`config.mk`:
```
export PLATFORM = sky130hd
export DESIGN_NAME = dadm_top
export DESIGN_NICKNAME = d
export VERILOG_FILES = /design/src/dadm_pkg.sv /design/src/dadm_top.sv
export SDC_FILE = /design/constraint.sdc
export NUM_CORES = 1
export LEC_CHECK = 0
export BUFFER_PORTS_ARGS = -buffer_cell sky130_fd_sc_hd__buf_4
export CORE_ASPECT_RATIO = 1.5
export CORE_UTILIZATION = 35
export CTS_BUF_LIST = sky130_fd_sc_hd__clkbuf_16
export CTS_CLUSTER_DIAMETER = 80
export DETAILED_ROUTE_END_ITERATION = 6
export PLACE_DENSITY_LB_ADDON = 0.1
export SLEW_MARGIN = 20
export SYNTH_ARGS = -nofsm -noshare
export SYNTH_HDL_FRONTEND = slang
export SYNTH_SLANG_ARGS = --single-unit
```
`constraint.sdc`:
```
create_clock -name i_clk -period 3.7 [get_ports i_clk]
set_input_delay 0.555 -clock i_clk [delete_from_list [all_inputs] [get_ports i_clk]]
set_output_delay 0.555 -clock i_clk [all_outputs]
set_load 0.02 [all_outputs]
```
`src/dadm_pkg.sv`:
```
// constants, types and register map of the dual converter output demux
// assumes a 40 MHz system clock and a sampled input sample clock
//
// Contract
// - demux on: undelayed buses carry the later sample of each pair.
// - demux on: delayed buses carry the earlier sample, one input clock back.
// - demux off: delayed buses disabled and driven to zero.
// - out-of-range flag high when input exceeds the programmed full-scale window.
// - mirror mode: secondary pin copies the forwarded data clock exactly.
// - both data buses change in step with the forwarded data clock, except when demux off clears the delayed bus at once.
// - demux on: data clock at 1/2 input rate SDR, 1/4 DDR.
// - demux off: data clock DDR only, at half the input rate.
// - data clock stops during the termination trim of calibration.
// - trim-disable bit skips every trim after the power-on one.
// - calibration indicator high for the whole calibration cycle.
// - extended-control pin low enables registers, high means pins only.
`default_nettype none
package dadm_pkg;
	localparam int CLK_NS  = 25;
	localparam int TRIM_NS = 1000;
	localparam int CAL_NS  = 4000;
	localparam logic [15:0] TRIM_CYC = 16'((TRIM_NS + CLK_NS - 1) / CLK_NS);
	localparam logic [15:0] CAL_CYC  = 16'((CAL_NS + CLK_NS - 1) / CLK_NS);
	// register indices, byte address is four times the index
	localparam logic [5:0] IDX_STS   = 6'h00;
	localparam logic [5:0] IDX_MASK  = 6'h01;
	localparam logic [5:0] IDX_FSADJ = 6'h02;
	localparam logic [5:0] IDX_EXT   = 6'h09;
	localparam int EXT_DEMUX   = 0;
	localparam int EXT_DDR     = 1;
	localparam int EXT_MIRROR  = 2;
	localparam int EXT_TRIMDIS = 3;
	localparam int EXT_CAL     = 4;
	localparam logic [15:0] EXT_RST = 16'h0000;
	localparam int STS_OOR   = 0;
	localparam int STS_CDONE = 1;
	localparam int STS_LIVE  = 8;
	localparam logic [1:0] MASK_RST  = 2'h0;
	localparam logic [8:0] FS_RST    = 9'h080;
	localparam logic [8:0] FS_PIN_HI = 9'h080;
	localparam logic [8:0] FS_PIN_LO = 9'h060;
	// synchronised pin vector positions
	localparam int PIN_ECE_N  = 0;
	localparam int PIN_FSR    = 1;
	localparam int PIN_DEMUX  = 2;
	localparam int PIN_DDR    = 3;
	localparam int PIN_MIRROR = 4;
	localparam int PIN_CAL    = 5;
	localparam logic [5:0] PIN_RST = 6'h01;
	localparam logic [1:0] RESP_OKAY   = 2'h0;
	localparam logic [1:0] RESP_SLVERR = 2'h2;
	typedef struct packed {
		logic [7:0] i;
		logic [7:0] q;
	} dadm_word_s;
	typedef struct packed {
		logic demux;
		logic ddr;
		logic mirror;
		logic trim_dis;
	} dadm_cfg_s;
	typedef enum logic [1:0] {CAL_IDLE, CAL_TRIM, CAL_MAIN} dadm_cal_e;
endpackage : dadm_pkg
`default_nettype wire

```
`src/dadm_top.sv`:
```
// output demux, forwarded clock, calibration sequencer and axi-lite regs
// assumes sample clock, analog codes and pins are asynchronous to i_clk
//
// Local design decision: register access over AXI4-Lite.
`timescale 1ns/1ps
`default_nettype none
module dadm_top (
	input  wire logic                 i_clk,
	input  wire logic                 i_resetn,
	input  wire logic                 i_sample_clk,
	input  wire logic [9:0]           i_ain_i,
	input  wire logic [9:0]           i_ain_q,
	input  wire logic                 i_extended_control_enable_pin_n,
	input  wire logic                 i_full_scale_select_pin,
	input  wire logic                 i_demux_pin,
	input  wire logic                 i_ddr_pin,
	input  wire logic                 i_mirror_pin,
	input  wire logic                 i_cal_pin,
	output var  dadm_pkg::dadm_word_s o_bus_undelayed,
	output var  dadm_pkg::dadm_word_s o_bus_delayed,
	output var  logic                 o_bus_delayed_oe,
	output var  logic                 o_fwd_data_clock,
	output var  logic                 o_out_of_range_mirror,
	output var  logic                 o_calibration_active,
	output var  logic                 o_irq,
	input  wire logic                 i_axi_awvalid,
	output var  logic                 o_axi_awready,
	input  wire logic [7:0]           i_axi_awaddr,
	input  wire logic                 i_axi_wvalid,
	output var  logic                 o_axi_wready,
	input  wire logic [31:0]          i_axi_wdata,
	input  wire logic [3:0]           i_axi_wstrb,
	output var  logic                 o_axi_bvalid,
	input  wire logic                 i_axi_bready,
	output var  logic [1:0]           o_axi_bresp,
	input  wire logic                 i_axi_arvalid,
	output var  logic                 o_axi_arready,
	input  wire logic [7:0]           i_axi_araddr,
	output var  logic                 o_axi_rvalid,
	input  wire logic                 i_axi_rready,
	output var  logic [31:0]          o_axi_rdata,
	output var  logic [1:0]           o_axi_rresp
);
	import dadm_pkg::*;

	// signed input clipped to an offset-binary 8-bit code
	function automatic logic [7:0] clamp(input logic [9:0] x);
		if ($signed(x) > 10'sd127)
			return 8'hff;
		else if ($signed(x) < -10'sd128)
			return 8'h00;
		else
			return x[7:0] ^ 8'h80;
	endfunction : clamp

	// magnitude beyond the full-scale window
	function automatic logic outside(input logic [9:0] x,
	                                 input logic [8:0] lim);
		logic signed [10:0] v;
		v = 11'($signed(x));
		return (v > $signed({2'b00, lim})) || (v < -$signed({2'b00, lim}));
	endfunction : outside

	// byte-lane merge for register writes
	function automatic logic [31:0] wmerge(input logic [31:0] o,
	                                       input logic [31:0] d,
	                                       input logic [3:0]  s);
		logic [31:0] r;
		r = o;
		for (int b = 0; b < 4; b++)
			if (s[b])
				r[b*8 +: 8] = d[b*8 +: 8];
		return r;
	endfunction : wmerge

	logic [5:0]  pins_s1, pins_s2;
	logic [9:0]  ai_s1, ai_s2, aq_s1, aq_s2;
	logic        sclk_s1, sclk_s2, sclk_s3;
	logic        cal_prev_q;
	logic [15:0] ext_q;
	logic [8:0]  fs_q;
	logic [1:0]  mask_q, sts_q;
	dadm_cfg_s   cfg;
	logic        pin_mode;
	logic [8:0]  lim;
	dadm_cal_e   st_q;
	logic [15:0] ccnt_q;
	logic        por_q, first_done_q, sw_cal_q, cal_req, cal_done;
	logic        edge_s, run, phase_q, clk_d, upd, oor_now, oor_q, oor_d;
	dadm_word_s  cur, hold_q;
	logic        aw_q, w_q, wr_go, rd_go;
	logic [5:0]  awi_q, ari;
	logic [31:0] wd_q;
	logic [3:0]  ws_q;

	// two-flop synchronisers; the second stage feeds logic, the sample clock also via a third flop for edge detection
	always_ff @(posedge i_clk or negedge i_resetn) begin
		if (!i_resetn) begin
			pins_s1 <= PIN_RST;
			pins_s2 <= PIN_RST;
			ai_s1   <= 10'h000;
			ai_s2   <= 10'h000;
			aq_s1   <= 10'h000;
			aq_s2   <= 10'h000;
			sclk_s1 <= 1'b0;
			sclk_s2 <= 1'b0;
			sclk_s3 <= 1'b0;
		end else begin
			pins_s1 <= {i_cal_pin, i_mirror_pin, i_ddr_pin, i_demux_pin,
			            i_full_scale_select_pin,
			            i_extended_control_enable_pin_n};
			pins_s2 <= pins_s1;
			ai_s1   <= i_ain_i;
			ai_s2   <= ai_s1;
			aq_s1   <= i_ain_q;
			aq_s2   <= aq_s1;
			sclk_s1 <= i_sample_clk;
			sclk_s2 <= sclk_s1;
			sclk_s3 <= sclk_s2;
		end
	end

	// pin control or register control selects the live configuration
	assign pin_mode = pins_s2[PIN_ECE_N];
	always_comb begin
		if (pin_mode) begin
			cfg = '{demux: pins_s2[PIN_DEMUX], ddr: pins_s2[PIN_DDR],
			        mirror: pins_s2[PIN_MIRROR], trim_dis: 1'b0};
			lim = pins_s2[PIN_FSR] ? FS_PIN_HI : FS_PIN_LO;
		end else begin
			cfg = '{demux: ext_q[EXT_DEMUX], ddr: ext_q[EXT_DDR],
			        mirror: ext_q[EXT_MIRROR],
			        trim_dis: ext_q[EXT_TRIMDIS]};
			lim = fs_q;
		end
	end

	// calibration requests: power-on, pin rising edge, software strobe
	assign cal_req  = por_q | sw_cal_q | (pins_s2[PIN_CAL] & ~cal_prev_q);
	assign cal_done = (st_q == CAL_MAIN) && (ccnt_q == CAL_CYC - 16'd1);

	// calibration sequencer; requests during a cycle are dropped
	always_ff @(posedge i_clk or negedge i_resetn) begin
		if (!i_resetn) begin
			st_q         <= CAL_IDLE;
			ccnt_q       <= 16'h0000;
			por_q        <= 1'b1;
			first_done_q <= 1'b0;
			cal_prev_q   <= 1'b0;
		end else begin
			cal_prev_q <= pins_s2[PIN_CAL];
			case (st_q)
				CAL_IDLE: begin
					ccnt_q <= 16'h0000;
					if (cal_req) begin
						por_q <= 1'b0;
						if (!first_done_q || !cfg.trim_dis)
							st_q <= CAL_TRIM;
						else
							st_q <= CAL_MAIN;
					end
				end
				CAL_TRIM: begin
					ccnt_q <= ccnt_q + 16'd1;
					if (ccnt_q == TRIM_CYC - 16'd1) begin
						st_q         <= CAL_MAIN;
						ccnt_q       <= 16'h0000;
						first_done_q <= 1'b1;
					end
				end
				CAL_MAIN: begin
					ccnt_q <= ccnt_q + 16'd1;
					if (cal_done)
						st_q <= CAL_IDLE;
				end
				default: st_q <= CAL_IDLE;
			endcase
		end
	end

	// indicator decoded straight from the state flop
	assign o_calibration_active = (st_q != CAL_IDLE);

	// sample edge; trim freezes the forwarded clock and data
	assign edge_s  = sclk_s2 & ~sclk_s3;
	assign run     = edge_s && (st_q != CAL_TRIM);
	assign cur     = '{i: clamp(ai_s2), q: clamp(aq_s2)};
	assign oor_now = outside(ai_s2, lim) | outside(aq_s2, lim);
	assign oor_d   = edge_s ? oor_now : oor_q;

	// clock divider: data move only where the forwarded clock switches
	always_comb begin
		clk_d = o_fwd_data_clock;
		upd   = 1'b0;
		if (run) begin
			if (!cfg.demux) begin
				clk_d = ~o_fwd_data_clock; // ddr only, half rate
				upd   = 1'b1;
			end else if (cfg.ddr) begin
				clk_d = phase_q ? ~o_fwd_data_clock : o_fwd_data_clock;
				upd   = phase_q;
			end else begin
				clk_d = phase_q; // sdr, rises with each pair
				upd   = phase_q;
			end
		end
	end

	// demux phase and hold register for the earlier sample
	always_ff @(posedge i_clk or negedge i_resetn) begin
		if (!i_resetn) begin
			phase_q <= 1'b0;
			hold_q  <= '0;
		end else begin
			if (!cfg.demux)
				phase_q <= 1'b0;
			else if (run)
				phase_q <= ~phase_q;
			if (run && !phase_q)
				hold_q <= cur;
		end
	end

	// output flops; delayed bus zeroed and disabled outside demux
	always_ff @(posedge i_clk or negedge i_resetn) begin
		if (!i_resetn) begin
			o_bus_undelayed       <= '0;
			o_bus_delayed         <= '0;
			o_bus_delayed_oe      <= 1'b0;
			o_fwd_data_clock      <= 1'b0;
			o_out_of_range_mirror <= 1'b0;
			oor_q                 <= 1'b0;
		end else begin
			if (upd)
				o_bus_undelayed <= cur;
			// cleared at once, not at the next update, so no stale word stays
			if (!cfg.demux)
				o_bus_delayed <= '0;
			else if (upd)
				o_bus_delayed <= hold_q;
			o_bus_delayed_oe <= cfg.demux;
			o_fwd_data_clock <= clk_d;
			oor_q            <= oor_d;
			o_out_of_range_mirror <= cfg.mirror ? clk_d : oor_d;
		end
	end

	// axi-lite write: address and data latched in either order
	assign o_axi_awready = !aw_q;
	assign o_axi_wready  = !w_q;
	assign wr_go         = aw_q && w_q && !o_axi_bvalid;
	always_ff @(posedge i_clk or negedge i_resetn) begin
		if (!i_resetn) begin
			aw_q         <= 1'b0;
			w_q          <= 1'b0;
			awi_q        <= 6'h00;
			wd_q         <= 32'h0000_0000;
			ws_q         <= 4'h0;
			o_axi_bvalid <= 1'b0;
			o_axi_bresp  <= RESP_OKAY;
		end else begin
			if (wr_go)
				aw_q <= 1'b0;
			else if (i_axi_awvalid && o_axi_awready) begin
				aw_q  <= 1'b1;
				awi_q <= i_axi_awaddr[7:2];
			end
			if (wr_go)
				w_q <= 1'b0;
			else if (i_axi_wvalid && o_axi_wready) begin
				w_q  <= 1'b1;
				wd_q <= i_axi_wdata;
				ws_q <= i_axi_wstrb;
			end
			if (wr_go) begin
				o_axi_bvalid <= 1'b1;
				o_axi_bresp  <= (awi_q == IDX_MASK || awi_q == IDX_FSADJ ||
				                 awi_q == IDX_EXT) ? RESP_OKAY : RESP_SLVERR;
			end else if (i_axi_bready)
				o_axi_bvalid <= 1'b0;
		end
	end

	// writable registers; extended config locked while pins rule
	always_ff @(posedge i_clk or negedge i_resetn) begin
		if (!i_resetn) begin
			mask_q   <= MASK_RST;
			fs_q     <= FS_RST;
			ext_q    <= EXT_RST;
			sw_cal_q <= 1'b0;
		end else begin
			sw_cal_q <= 1'b0;
			if (wr_go && awi_q == IDX_MASK)
				mask_q <= 2'(wmerge({30'h0, mask_q}, wd_q, ws_q));
			if (wr_go && awi_q == IDX_FSADJ)
				fs_q <= 9'(wmerge({23'h0, fs_q}, wd_q, ws_q));
			if (wr_go && awi_q == IDX_EXT && !pin_mode) begin
				ext_q <= 16'(wmerge({16'h0, ext_q}, wd_q, ws_q));
				sw_cal_q <= ws_q[0] & wd_q[EXT_CAL];
			end
		end
	end

	// axi-lite read; a status read clears sticky bits, new events win
	assign o_axi_arready = !o_axi_rvalid;
	assign rd_go         = i_axi_arvalid && o_axi_arready;
	assign ari           = i_axi_araddr[7:2];
	always_ff @(posedge i_clk or negedge i_resetn) begin
		if (!i_resetn) begin
			o_axi_rvalid <= 1'b0;
			o_axi_rdata  <= 32'h0000_0000;
			o_axi_rresp  <= RESP_OKAY;
			sts_q        <= 2'h0;
		end else begin
			if (rd_go) begin
				o_axi_rvalid <= 1'b1;
				o_axi_rresp  <= RESP_OKAY;
				case (ari)
					IDX_STS:   o_axi_rdata <= 32'({pin_mode,
					                 o_calibration_active, 6'h00, sts_q});
					IDX_MASK:  o_axi_rdata <= {30'h0, mask_q};
					IDX_FSADJ: o_axi_rdata <= {23'h0, fs_q};
					IDX_EXT:   o_axi_rdata <= 32'h0000_0000;
					default: begin
						o_axi_rdata <= 32'h0000_0000;
						o_axi_rresp <= RESP_SLVERR;
					end
				endcase
			end else if (i_axi_rready)
				o_axi_rvalid <= 1'b0;
			sts_q <= ((rd_go && ari == IDX_STS) ? 2'h0 : sts_q) |
			         {cal_done, edge_s & oor_now};
		end
	end

	assign o_irq = |(sts_q & mask_q);
endmodule : dadm_top
`default_nettype wire

```
==> results by group <==
Routing
  • Overall routed net length: just under 20 mm
  • Final antenna-violating net count: 0
  • DRC errors left: 0
  • Initial DRC count: between 200 and 250
  • Met2 Wirelength: 10.6 mm
  • Metal1 wirelength: 7.57 mm
  • Number of vias after detailed routing: roughly 5800
  • Top Metal Used: met4
  • Iteration count of the initial detailed-routing pass: 4
  • Detailed route wirelength on metal3: between 700 and 800 um
  • Vias per Instance: slightly below 5
  • Average routed wire per standard cell: between 15 and 20 um

Clocking
  • Total clock sinks: 180
  • Insertion delay to the later sink of the worst-skew pair: between 0.4 and 0.5 ns
  • Max H-tree Level: 4
  • Post-CTS Hold Buffers: 0
  • CTS tree: yes
  • Number of clock buffers inserted by TritonCTS: 17
  • Post-CTS repair timing setup buffer count: 0
  • Clock-pin slew of the registers on the worst-case setup and hold paths: 0.07 ns
  • Clock tree root buffer cell: clkbuf_16
  • Quantity of gates resized following cts: 0
  • Buffer levels on the longest clock path: 2

Placed design
  • Number of I/O port buffers: 110
  • Number of cells after detailed placement: between 1000 and 1500
  • HPWL after detailed placement: approximately 14 mm
  • Final GP Congestion: between 0.8 and 0.9
  • Worst setup slack after placement: just over 0.5 ns
  • Total cell area at the placement stage: roughly 9100 um2

STA
  • Pins over their slew limit: 0
  • # setup viols final: 0
  • Final hold viol count: 0
  • Worst path setup slack after routing: around 0.50 ns
  • F_max: approximately 0.31 GHz
  • Worst Clk Skew: 0.00935 ns
  • Final period demand of the worst path: 3.20 ns
  • Worst slew pin tran: around 1.0 ns
  • Share of the clock period used by the worst path after layout: 0.865
  • RSZ-0062 raised after global routing: false
  • Worst max-slew margin expressed relative to the limit: 0.306
  • Worst hold slack: roughly 0.15 ns
  • Total Negative Setup Slacks: 0 ns

Floorplan
  • Width of the chip: roughly 130 um
  • Die Y-Extent: between 150 and 200 um
  • Site Rows: 67
  • Floorplan Core Area: 22500 um2
  • Die area: 23700 um2
  • Number of ports placed on the die boundary: about 160
  • Initial Util: 0.360

Layout
  • Final-stage net count: 1000
  • Number of cells in the finished layout apart from fillers: 1169
  • Fillers: approximately 2200
  • Final cell area excluding filler cells: about 9800 um2
  • P&R area growth vs syn: 20.9%
  • Number of diodes added for antenna fixing: 0
  • Fraction of layout instances using a drive strength above 1: 0.223
  • Area taken by multi-input logic gates: 3290 um2
  • Sequential cell area: ~4500 um2

Pwr
  • Fraction of power spent switching nets: 0.340
  • Sw power: between 2000 and 2500 uW
  • Power density of the placed cells: 694 nW/um2
  • Worst-case vdd ir drop: slightly above 0.0004 V
  • Reg power frac: 0.397
  • Int Pwr: about 4500 uW
  • Cell leakage power: between 0.004 and 0.005 uW
  • Relative contribution of the clock network to total power: 0.284
  • Logic pwr share: 0.319

Critical path
  • Crit Path Max Fanout: 6
  • Critical path class: reg2reg
  • Type of element capturing the critical path: register
  • WP data required: 4.05 ns
  • Data arrival time of the critical path: approximately 3.6 ns
  • Register-to-Register Path Depth: 14
  • Startpoint types: register

Global route
  • Total routing usage reported by global routing: 0.173
  • First-pass GRT wire length: 31.5 mm
  • Initial antenna violation count: 0
  • Via count of the first global-routing pass: roughly 6000
  • Maximum number of pins on one net before global-route repair: 81
  • Leftover overflow at the end of global routing: 0

Logic synthesis
  • Post-synthesis register bit count: 180
  • Portion of the post-synthesis area used by sequential elements: 0.558
  • Gate count of the mapped netlist: between 700 and 800
  • EDFF count, synth: 0
  • Most frequently used flop master after synthesis: dfrtp_1
  • Total of warnings raised by yosys: 0
  • Async SR Flop Fraction: 1.00
  • Mean post-synth cell area: between 10 and 15 um2
  • Number of distinct library cells after synthesis: 61
  • Post-synth design cell area: between 8000 and 9000 um2

Outcome
  • Outcome: complete, no violations

Job
  • Number of violations of the max-capacitance limit: 0

Worst hold path
  • Type of the tightest min-delay check: in2async
-- sequential cells by signal (all words and copies together) (netlist names), 4 cells and up --
signal           count
wd_q                 9
aq_s1               10
aq_s2               10
pins_s1              6
ext_q                4
o_bus_delayed       16
hold_q              16
fs_q                 9
ai_s1               10
o_axi_rdata         10
o_bus_undelayed     16
awi_q                6
ccnt_q              16
pins_s2              6
ai_s2               10
-- worst paths after layout --
kind	end	slack (ns)	from
max in group asynchronous	por_q	2.55	i_resetn
min in group i_clk	pins_s1[4]	0.23	i_mirror_pin
setup / recovery	sts_q[0]	0.50	pins_s2[0]
hold reg to reg	pins_s2[2]	0.35	pins_s1[2]
setup reg to reg	sts_q[0]	0.50	pins_s2[0]
hold / removal	aq_s1[4]	0.15	i_resetn
-- cell type report --
class	count	area share
Timing Repair Buffer	119	0.0931
Tap cell	276	0.0354
Sequential cell	180	0.462
Clock buffer	17	0.0436
Inverter	22	0.00846
Clock inverter	15	0.0209
Multi-Input combinational cell	540	0.337
-- synthesized netlist by cell type (all sizes together) (2+ instances only) --
cell,n,area (um2)
o211ai,3,22.5
nand2,130,488
o31a,2,17.5
clkbuf,26,97.6
dfstp,4,105
o21ai,62,310
a22o,8,70.1
buf,29,201
or3,6,37.5
nor4,4,25.0
nor3b,2,15.0
xnor2,7,61.3
dfrtp,176,4400
a211oi,6,45.0
nand2b,7,43.8
o21a,5,37.5
nand3,13,65.1
a21oi,50,254
o31ai,4,30.0
a31oi,2,12.5
and3,5,31.3
a21boi,4,30.0
mux2,36,405
nor2b,12,75.1
mux2i,5,50.1
nor2,59,221
nor4b,2,17.5
nand4,3,18.8
inv,22,82.6
xor2,10,87.6
a21o,2,15.0
ha,34,425
nor3,8,40.0
maj3,3,30.0
-- cells by family (layout without fill, tap and decap cells) --
group	Yosys count	count (layout)	share of synthesized area
AOI/OAI and AO/OA	162	162	0.120
xor gates and xnor gates	17	17	0.0184
adders and majority gates	37	37	0.0564
buffers and inverters	77	173	0.0472
DFF	180	180	0.558
muxes	41	41	0.0564
other	1	24	0.000464
and+or+nand+nor	259	259	0.143
-- worst max-delay path: stages, from the launching register on --
cell       delay (ns)
dfstp_2          0.57
inv_1            0.09
nand2_1          0.17
ha_1             0.31
xnor2_1          0.20
ha_1             0.30
and3b_1          0.17
a211oi_1         0.31
o21ai_0          0.14
o2111ai_1        0.19
a2bb2oi_1        0.09
a211oi_1         0.21
buf_4            0.17
nor3_1           0.04
o21ai_0          0.16
-- metrics by stage --
step,util,total power [uW]
2_1_floorplan,-,4160
3_3_place_gp,0.407,4840
3_5_place_dp,0.407,4910
4_1_cts,0.435,6870
5_1_grt,0.435,7240
6_report,0.435,6770
-- power groups by stage --
stage / combinational [uW] / sequential (uW) / clock (uW)
2_1_floorplan: 1460 / 2710 / 0
3_3_place_gp: 2120 / 2720 / 0
3_5_place_dp: 2180 / 2740 / 0
4_1_cts: 2190 / 2700 / 1980
5_1_grt: 2430 / 2760 / 2060
6_report: 2160 / 2690 / 1920
-- cell usage in the layout, fill, tap and decap left out, types with 7 or more instances in the layout --
master and count:
a22o_1 8, xnor2_1 7, nor2_1 59, nand2_1 130, conb_1 24, nand2b_1 7
inv_1 22, a21oi_1 49, xor2_1 10, nor3_1 8, mux2_2 36, o21ai_0 59
ha_1 34, clkbuf_16 17, nor2b_1 11, nand3_1 13, buf_4 117, dfrtp_1 176
-- per-layer routing --
metal  vias to the layer above  GRT usage
met5                         -          0
met4                         0     0.0575
met3                        19     0.0411
met2                       114      0.319
met1                      2857      0.192
li1                       2813          -
No activity file was read; power rests on OpenSTA's default activity.
